`src/core/lpmc_pkg.sv`:
```
package lpmc_pkg;

	// ------------------------------------------------------------
	// Mode encodings and sizes
	// ------------------------------------------------------------
	typedef enum logic [2:0] {
		LPMC_SEL_SLEEP,
		LPMC_SEL_STOP0,
		LPMC_SEL_STOP1,
		LPMC_SEL_STANDBY
	} lpmc_sel_t;

	typedef enum logic [2:0] {
		LPMC_RUN,
		LPMC_SLEEP,
		LPMC_ENTER,
		LPMC_STOP0,
		LPMC_STOP1,
		LPMC_STANDBY,
		LPMC_EXIT
	} lpmc_state_t;

	localparam int LPMC_NPER     = 7;   // Converter, 2 timers, serial, lp serial, SPI, I2C
	localparam int LPMC_NIO      = 8;   // Retained I/O pads
	localparam int LPMC_NBANK    = 2;   // SRAM banks
	localparam int LPMC_SETTLE_NS = 100; // Regulator/oscillator settle time
	localparam int LPMC_CLK_NS    = 10;
	localparam int LPMC_SETTLE_CYC = (LPMC_SETTLE_NS + LPMC_CLK_NS - 1) / LPMC_CLK_NS;
	localparam logic [3:0] LPMC_SETTLE_LAST = 4'(LPMC_SETTLE_CYC - 1);

	// I/O pull codes
	localparam logic [1:0] LPMC_IO_FLOAT = 2'h0;
	localparam logic [1:0] LPMC_IO_UP    = 2'h1;
	localparam logic [1:0] LPMC_IO_DOWN  = 2'h2;

	// ------------------------------------------------------------
	// Carriers
	// ------------------------------------------------------------
	typedef struct packed {
		logic       radio_keep;  // Radio retention in Standby
		logic [1:0] bank_keep;   // SRAM bank retention in Standby
		logic       bod_ulp;     // Brownout ultralow in Stop 1/Standby
		logic       range1;      // Voltage range 1
	} lpmc_cfg_t;

	typedef struct packed {
		logic ext_reset;
		logic watchdog;
		logic wake_pin;
		logic rtc;
		logic tamper;
		logic sleep_timer;
		logic irq;       // Any interrupt or event
	} lpmc_wake_t;

	typedef struct packed {
		logic core_clk;
		logic periph_clk;
		logic fast_rc;
		logic crystal;
		logic pll;
		logic sys_from_rc;
		logic main_reg;
		logic lp_reg;
		logic core_power;
		logic [1:0] bank_power;
		logic radio_power;
		logic bod_on;
		logic bod_ulp;
		logic dma_en;
		logic radio_auto;
	} lpmc_ctl_t;

endpackage

```
`src/core/lpmc_top.sv`:
```
`timescale 1ns/1ns
`default_nettype none
// Low-power mode controller
module lpmc_top
	import lpmc_pkg::*;
(
	// Clock and reset
	input  wire logic                   clock,
	input  wire logic                   rst,
	// CPU side
	input  wire logic                   sleep_req,     // Core executes sleep request
	input  wire lpmc_sel_t              mode_sel,
	input  wire lpmc_cfg_t              cfg,
	input  wire logic [2*LPMC_NIO-1:0]  io_pull_cfg,
	// Wake sources from pins/other domains
	input  wire lpmc_wake_t             wake_in,
	input  wire logic                   wake_pin_fall, // Wake pin polarity: 1 = falling edge
	// Autonomous peripherals
	input  wire logic [LPMC_NPER-1:0]   kern_req,
	input  wire logic [LPMC_NPER-1:0]   bus_req,
	input  wire logic [LPMC_NPER-1:0]   periph_irq,
	// Controls out
	output var  lpmc_ctl_t              ctl,
	output var  logic [2*LPMC_NIO-1:0]  io_hold,
	output var  logic                   io_hold_en,
	output var  logic                   kern_clk_on,
	output var  logic                   cpu_run,
	output var  logic                   standby_reset,
	output var  lpmc_state_t            mode
);
	import lpmc_pkg::*;

	// ------------------------------------------------------------
	// Input synchronisation
	// ------------------------------------------------------------
	localparam int NW = 7;
	logic [NW-1:0]        wake_s;      // Synchronised wake sources
	logic [LPMC_NPER-1:0] kern_s;      // Synchronised kernel requests
	logic [LPMC_NPER-1:0] bus_s;       // Synchronised bus requests
	logic [LPMC_NPER-1:0] irq_s;       // Synchronised peripheral interrupts

	lpmc_sync #(.W(NW)) u_sync_wake (
		.clock (clock),
		.rst   (rst),
		.din   (wake_in),
		.dout  (wake_s)
	);
	lpmc_sync #(.W(3*LPMC_NPER)) u_sync_per (
		.clock (clock),
		.rst   (rst),
		.din   ({kern_req, bus_req, periph_irq}),
		.dout  ({kern_s, bus_s, irq_s})
	);

	lpmc_wake_t wk;
	assign wk = lpmc_wake_t'(wake_s);

	// ------------------------------------------------------------
	// Wake pin edge with selectable polarity
	// ------------------------------------------------------------
	logic pin_d; // Previous wake pin level
	always_ff @(posedge clock or posedge rst) begin
		if (rst) begin
			pin_d <= 1'b0;
		end else begin
			pin_d <= wk.wake_pin;
		end
	end
	wire pin_edge = wake_pin_fall ? (pin_d & ~wk.wake_pin) : (~pin_d & wk.wake_pin);

	// ------------------------------------------------------------
	// Clock request arbitration
	// ------------------------------------------------------------
	lpmc_state_t state;
	lpmc_state_t next_state;
	logic        bus_any;
	logic        kern_on;
	// Both stop flavours share clock gating and the request path
	function automatic logic stop_state(input lpmc_state_t s);
		return (s == LPMC_STOP0) || (s == LPMC_STOP1);
	endfunction
	wire         in_stop = stop_state(state);

	lpmc_clkreq u_clkreq (
		.clock       (clock),
		.rst         (rst),
		.kern_req    (kern_s),
		.bus_req     (bus_s),
		.in_stop     (in_stop),
		.kern_clk_on (kern_on),
		.bus_any     (bus_any)
	);

	// ------------------------------------------------------------
	// Wake decoding
	// ------------------------------------------------------------
	// Sleep wakes on any interrupt or event
	wire wake_sleep = wk.irq | (|irq_s);
	// Stop wakes on the always-on sources or any peripheral interrupt
	wire wake_stop  = wk.irq | (|irq_s) | wk.rtc | wk.tamper | wk.watchdog
	                | wk.ext_reset | wk.sleep_timer | pin_edge;
	// Standby: timer accepted only with radio retention
	wire wake_stby  = wk.ext_reset | wk.watchdog | pin_edge | wk.rtc | wk.tamper
	                | (cfg.radio_keep & wk.sleep_timer);

	// ------------------------------------------------------------
	// Mode sequencer
	// ------------------------------------------------------------
	lpmc_sel_t   target;   // Mode latched at entry
	logic [3:0]  settle;   // Transition settle counter
	wire         settled = (settle == LPMC_SETTLE_LAST);
	logic        bus_pend; // Bus request seen while entry settles

	always_comb begin
		next_state = state;
		case (state)
			LPMC_RUN: begin
				if (sleep_req) begin
					next_state = (mode_sel == LPMC_SEL_SLEEP) ? LPMC_SLEEP : LPMC_ENTER;
				end
			end
			LPMC_SLEEP: begin
				if (wake_sleep) begin
					next_state = LPMC_RUN;
				end
			end
			LPMC_ENTER: begin
				// Requests wait until the entry settles
				if (settled) begin
					case (target)
						LPMC_SEL_STOP0: next_state = LPMC_STOP0;
						LPMC_SEL_STOP1: next_state = LPMC_STOP1;
						default:        next_state = LPMC_STANDBY;
					endcase
				end
			end
			LPMC_STOP1: begin
				if (wake_stop) begin
					next_state = LPMC_EXIT;
				end else if (bus_any | bus_pend) begin
					next_state = LPMC_STOP0;
				end
			end
			LPMC_STOP0: begin
				if (wake_stop) begin
					next_state = LPMC_EXIT;
				end else if (!bus_any && target == LPMC_SEL_STOP1) begin
					next_state = LPMC_STOP1;
				end
			end
			LPMC_STANDBY: begin
				if (wake_stby) begin
					next_state = LPMC_EXIT;
				end
			end
			LPMC_EXIT: begin
				if (settled) begin
					next_state = LPMC_RUN;
				end
			end
			default: next_state = LPMC_RUN;
		endcase
	end

	// State and entry latch; reset always lands in Run
	always_ff @(posedge clock or posedge rst) begin
		if (rst) begin
			state    <= LPMC_RUN;
			target   <= LPMC_SEL_SLEEP;
			settle   <= 4'h0;
			bus_pend <= 1'b0;
		end else begin
			state <= next_state;
			if (state == LPMC_RUN && sleep_req) begin
				target <= mode_sel;
			end
			settle <= (next_state != state || settled) ? 4'h0 : settle + 4'h1;
			// A request during entry is held, then served once settled
			if (state == LPMC_ENTER) begin
				bus_pend <= bus_pend | (|bus_s);
			end else if (state != LPMC_STOP1 || next_state != LPMC_STOP1) begin
				bus_pend <= 1'b0;
			end
		end
	end

	// ------------------------------------------------------------
	// Control decode
	// ------------------------------------------------------------
	wire       is_stby   = (state == LPMC_STANDBY);
	wire       stby_keep = cfg.radio_keep | (|cfg.bank_keep);
	lpmc_ctl_t next_ctl;

	always_comb begin
		next_ctl             = '0;
		next_ctl.core_clk    = (state == LPMC_RUN) || (state == LPMC_EXIT);
		next_ctl.periph_clk  = !in_stop && !is_stby;
		next_ctl.fast_rc     = !in_stop && !is_stby;
		next_ctl.crystal     = (state == LPMC_RUN) || (state == LPMC_SLEEP);
		next_ctl.pll         = (state == LPMC_RUN) || (state == LPMC_SLEEP);
		next_ctl.sys_from_rc = 1'b1;
		next_ctl.main_reg    = !is_stby && (state != LPMC_STOP1);
		next_ctl.lp_reg      = (state == LPMC_STOP1) || (is_stby && stby_keep);
		next_ctl.core_power  = !is_stby;
		next_ctl.bank_power  = is_stby ? cfg.bank_keep : 2'h3;
		next_ctl.radio_power = !is_stby || cfg.radio_keep;
		next_ctl.bod_on      = 1'b1;
		next_ctl.bod_ulp     = cfg.bod_ulp && (is_stby || state == LPMC_STOP1);
		next_ctl.dma_en      = (state != LPMC_STOP1) && !is_stby;
		next_ctl.radio_auto  = (state == LPMC_STOP0) && cfg.range1;
		if (state == LPMC_STOP0) begin
			// Autonomous bus clocks run from the RC, distributed to enabled units
			next_ctl.fast_rc    = bus_any;
			next_ctl.periph_clk = bus_any;
		end
	end

	// ------------------------------------------------------------
	// Registered outputs
	// ------------------------------------------------------------
	always_ff @(posedge clock or posedge rst) begin
		if (rst) begin
			ctl           <= '0;
			io_hold       <= '0;
			io_hold_en    <= 1'b0;
			kern_clk_on   <= 1'b0;
			cpu_run       <= 1'b1;
			standby_reset <= 1'b0;
			mode          <= LPMC_RUN;
		end else begin
			ctl         <= next_ctl;
			kern_clk_on <= kern_on;
			cpu_run     <= next_ctl.core_clk;
			mode        <= state;
			// Pads frozen at their pull setting while core is off
			io_hold_en  <= is_stby;
			if (state == LPMC_ENTER) begin
				io_hold <= io_pull_cfg;
			end
			// Core domain lost power: exit from Standby is a reset
			standby_reset <= is_stby && wake_stby;
		end
	end
endmodule
`default_nettype wire

```
`src/core/lpmc_sync.sv`:
```
`timescale 1ns/1ns
`default_nettype none
// Three-stage synchroniser; change accepted when stages two and three agree
module lpmc_sync #(
	parameter int W = 1
) (
	// Clock and reset
	input  wire logic         clock,
	input  wire logic         rst,
	// Data
	input  wire logic [W-1:0] din,
	output var  logic [W-1:0] dout
);
	logic [W-1:0] s1; // Metastable stage, read only by s2
	logic [W-1:0] s2;
	logic [W-1:0] s3;

	// ------------------------------------------------------------
	// Shift chain
	// ------------------------------------------------------------
	always_ff @(posedge clock or posedge rst) begin
		if (rst) begin
			s1   <= '0;
			s2   <= '0;
			s3   <= '0;
			dout <= '0;
		end else begin
			s1 <= din;
			s2 <= s1;
			s3 <= s2;
			for (int i = 0; i < W; i++) begin
				if (s2[i] == s3[i]) begin
					dout[i] <= s3[i];
				end
			end
		end
	end
endmodule
`default_nettype wire

```
`src/core/lpmc_clkreq.sv`:
```
`timescale 1ns/1ns
`default_nettype none
// Autonomous clock request arbitration
module lpmc_clkreq
	import lpmc_pkg::*;
(
	// Clock and reset
	input  wire logic                 clock,
	input  wire logic                 rst,
	// Requests, already synchronised
	input  wire logic [LPMC_NPER-1:0] kern_req,
	input  wire logic [LPMC_NPER-1:0] bus_req,
	input  wire logic                 in_stop,
	// Results
	output var  logic                 kern_clk_on,
	output var  logic                 bus_any
);
	// ------------------------------------------------------------
	// Kernel clock gate and bus request summary
	// ------------------------------------------------------------
	always_ff @(posedge clock or posedge rst) begin
		if (rst) begin
			kern_clk_on <= 1'b0;
			bus_any     <= 1'b0;
		end else begin
			kern_clk_on <= |kern_req;
			bus_any     <= in_stop & (|bus_req);
		end
	end
endmodule
`default_nettype wire

```
`config.mk`:
```
export PLATFORM = sky130hd
export DESIGN_NAME = lpmc_top
export DESIGN_NICKNAME = d
export VERILOG_FILES = /design/src/core/lpmc_pkg.sv /design/src/core/lpmc_top.sv /design/src/core/lpmc_sync.sv /design/src/core/lpmc_clkreq.sv
export SDC_FILE = /design/constraint.sdc
export NUM_CORES = 1
export LEC_CHECK = 0
export BUFFER_PORTS_ARGS = -buffer_cell sky130_fd_sc_hd__clkbuf_2
export CORE_AREA = 2 2 129 131
export DETAILED_ROUTE_END_ITERATION = 16
export DIE_AREA = 0 0 131 133
export PLACE_DENSITY_LB_ADDON = 0.3
export SYNTH_ARGS = -nofsm -noshare
export SYNTH_HDL_FRONTEND = slang
export SYNTH_SLANG_ARGS = --single-unit
```
`constraint.sdc`:
```
create_clock -name clock -period 13.2 [get_ports clock]
set_input_delay 3.96 -clock clock [delete_from_list [all_inputs] [get_ports clock]]
set_output_delay 3.96 -clock clock [all_outputs]
set_load 0.02 [all_outputs]
```
==> flow_metrics.env <==
export IMPL_synthXorXnorAreaFrac=0.003357
export IMPL_yosys_area_top_type="dfrtp_1"
export IMPL_hold_viol=0
export IMPL_drv_cap=0
export IMPL_hold_path_class="reg -> reg"
export IMPL_dr_pass1_iters=4
export IMPL_synth_area_leaders="dfrtp_1, maj3_1, mux2_2"
export IMPL_die_y_um=133
export IMPL_gp_congestion=0.7458
export IMPL_initial_core_util=0.3226
export IMPL_grt_pass1_wl_mm=14.16
export IMPL_yosys_area_share_simple=0.07818
export IMPL_finalWorstPathRequiredPeriod_ns=5.286
export IMPL_tightest_slew_ns=0.8686
export IMPL_syn_inst=311
export IMPL_reg2reg_from="state[2]$_DFF_PP0_"
export IMPL_cts_root_buffer="clkbuf_16"
export IMPL_ys_seq_area_frac=0.7724
export IMPL_clk_latency_ns=0.41
export IMPL_critPathLaunch="mode_sel[2]"
export IMPL_synth_area_um2=5218
export IMPL_synthArstFlopShare=1.000
export IMPL_port_buffers=94
export IMPL_grt_ovfl_total=0
export IMPL_fin_setup_tns_ns=0
export IMPL_netlist_area_leader_share=0.7674
export IMPL_synth_seq_cells=161
export IMPL_muxShareOfSynthArea=0.04293
export IMPL_vdd_drop_max_mv=0.09406
export IMPL_synth_edf_count=0
export IMPL_io_pins=95
export IMPL_path_clk_slew_ns=0.06
export IMPL_synth_compound_area_frac=0.03046
export IMPL_syn_nets=369
export IMPL_coreArea_um2=16170
export IMPL_areaGrowthSynthToFinish_pct=26.40
export IMPL_yosys_warnings=0
export IMPL_fp_row_count=47
export IMPL_drive_above_1_share=0.3814
export IMPL_max_freq_mhz=189.2
export IMPL_ant_nets=0
export IMPL_nFillCells=1519
export IMPL_ff2ff_path_depth=6
export IMPL_htreeDepth=4
export IMPL_slew_viol_final=0
export IMPL_synth_adder_area_share=0.05851
export IMPL_finalWirelength_mm=8.527
export IMPL_rsz0062_at_grt="no"
export IMPL_cp_end_kind="flop"
export IMPL_setup_viol=0
export IMPL_critPathMaxFanout=4
export IMPL_synth_top_family_by_area="simple AND/OR/NAND/NOR gates"
export IMPL_grt_pass1_vias=2902
export IMPL_num_antenna_cells=0
export IMPL_dieArea_um2=17420
export IMPL_post_cts_repair_setup_buffers=0
export IMPL_initialDrtViolationCount=105
export IMPL_cts_tree="built"
export IMPL_multi_input_comb_area_um2=1117
export IMPL_dp_hpwl_mm=5.798
export IMPL_wire_per_inst_um=13.12
export IMPL_ctsHoldBuffers=0
export IMPL_slew_headroom=0.4209
export IMPL_drc=0
export IMPL_seqCellArea_um2=4030
export IMPL_yosysUniqueCellTypes=58
export IMPL_viasPerCell=4.292
export IMPL_cts_path_max_buffers=2
export IMPL_clock_sinks=161
export IMPL_syn_avg_cell_area_um2=16.78
export IMPL_grt_usage=0.1076
export IMPL_fin_skew_ns=0.006487
export IMPL_post_route_period_util=0.4004
export IMPL_cts_buffers=17
export IMPL_ys_flop_type="dfrtp_1"
export IMPL_hold_start="u_sync_per.s1[2]$_DFF_PP0_"
export IMPL_outcome="finished clean"
export IMPL_required_ns=13.49
export IMPL_cellPowerDensity_nw_per_um2=209.0
export IMPL_cts_resized=0
export IMPL_nNetsFinal=475
export IMPL_start_kind="input pin"
export IMPL_hold_depth=0
export IMPL_utilization=0.4078
export IMPL_num_vias=2790
export IMPL_grt_max_degree=90
export IMPL_leakage_uw=0.002946
export IMPL_antenna_found_initial=1
export IMPL_cp_arrival_ns=5.57
export IMPL_die_w_um=131
export IMPL_path_class="in -> reg"
## routing by layer
| metal | vias up | track usage | routed length, um |
|---|---|---|---|
| li1 | 1296 | - | - |
| met1 | 1392 | 0.1370 | 3779 |
| met2 | 90 | 0.1589 | 4037 |
| met5 | - | 0 | 12 |
| met3 | 10 | 0.04529 | 566 |
| met4 | 2 | 0.05024 | 130 |
## through the flow
stage / hold slack, ns / total power (uW) / worst slack [ns] / instances / area [um2]
after detailed placement: 0.3347 / 859.4 / 7.461 / 618 / 5932
final: 0.3442 / 1378 / 7.914 / 650 / 6595
after global routing: 0.3543 / 1451 / 7.749 / 650 / 6595
after CTS: 0.3474 / 1401 / 7.910 / 650 / 6595
after global placement: 0.3319 / 852.6 / 7.525 / 618 / 5932
after floorplan: 0.3312 / 780.6 / 4.893 / 311 / 5218
## critical path: stages
cell,delay (ns)
clkbuf_2,0.09
or4b_2,0.70
a32oi_1,0.24
nand2_1,0.12
nor4b_2,0.36
nor4_1,0.10
## path summary, 6_finish.rpt
| path | endpoint | slack [ns] |
|---|---|---|
| worst min register to register | u_sync_per.s2[2]$_DFF_PP0_ | 0.34 |
| worst max register to register | settle[1]$_DFF_PP0_ | 10.88 |
| worst max-delay path | settle[3]$_DFF_PP0_ | 7.91 |
| min in group asynchronous | u_sync_per.s1[15]$_DFF_PP0_ | 3.68 |
| worst min-delay path | u_sync_per.s2[2]$_DFF_PP0_ | 0.34 |
| max in group asynchronous | io_hold[14]$_DFFE_PP0P_ | 8.14 |
## logic make-up after synthesis
logic type,after synthesis
buffers and inverters,14
AO/OA/AOI/OAI,21
AND/OR/NAND/NOR,62
adder cells (fa/ha/maj),30
XOR/XNOR,2
flip-flops,161
multiplexers,20
other,1
## sequential cells by signal, indices dropped and copies added (netlist names), 4 cells and up
register	flops
u_sync_per.dout	21
u_sync_per.s1	21
u_sync_per.s2	21
u_sync_per.s3	21
io_hold	16
ctl	12
u_sync_wake.dout	7
u_sync_wake.s1	7
u_sync_wake.s2	7
u_sync_wake.s3	7
settle	4
## cell usage after synthesis (2+ instances only)
cell type and number:
or2_2 3, nor2b_1 3, inv_1 4, ha_1 2
dfrtp_1 160, clkbuf_1 2, nor4b_1 2, o21ai_0 3
buf_2 2, nor4b_2 2, maj3_1 28, a21oi_1 3
nand2_1 10, or3_1 2, nor3_1 2, nor3b_1 2
or4_1 2, nor2_1 8, nor4_1 7, nand3b_1 2
mux2_2 19, buf_4 4, nand3_1 3, nand2b_1 2
## where the power goes
| part | leakage (uW) | internal, uW | switching [uW] |
|---|---|---|---|
| clock network | 0.000320 | 347 | 186 |
| logic | 0.000743 | 101 | 129 |
| registers | 0.00188 | 566 | 49.0 |
## final cells by class
cell class	count	share of cell area
Tap cell	220	0.04174
Clock buffer	20	0.06925
Multi-Input combinational cell	136	0.1694
Timing Repair Buffer	96	0.07361
Clock inverter	12	0.03130
Inverter	5	0.003605
Sequential cell	161	0.6111
## cells in the final DEF, fill, tap and decap left out, drive strengths merged, types with 3 or more instances in the layout
cell type	count
inv	5
or3	3
nand3	3
or4	3
nor3b	3
nand2	10
nor4b	4
nor2b	3
o21ai	4
a21oi	3
maj3	28
nor2	8
clkbuf	114
bufinv	5
dfrtp	160
nor3	3
clkinv	6
or2	4
mux2	19
nor4	7
No activity file was read; power rests on OpenSTA's default activity.
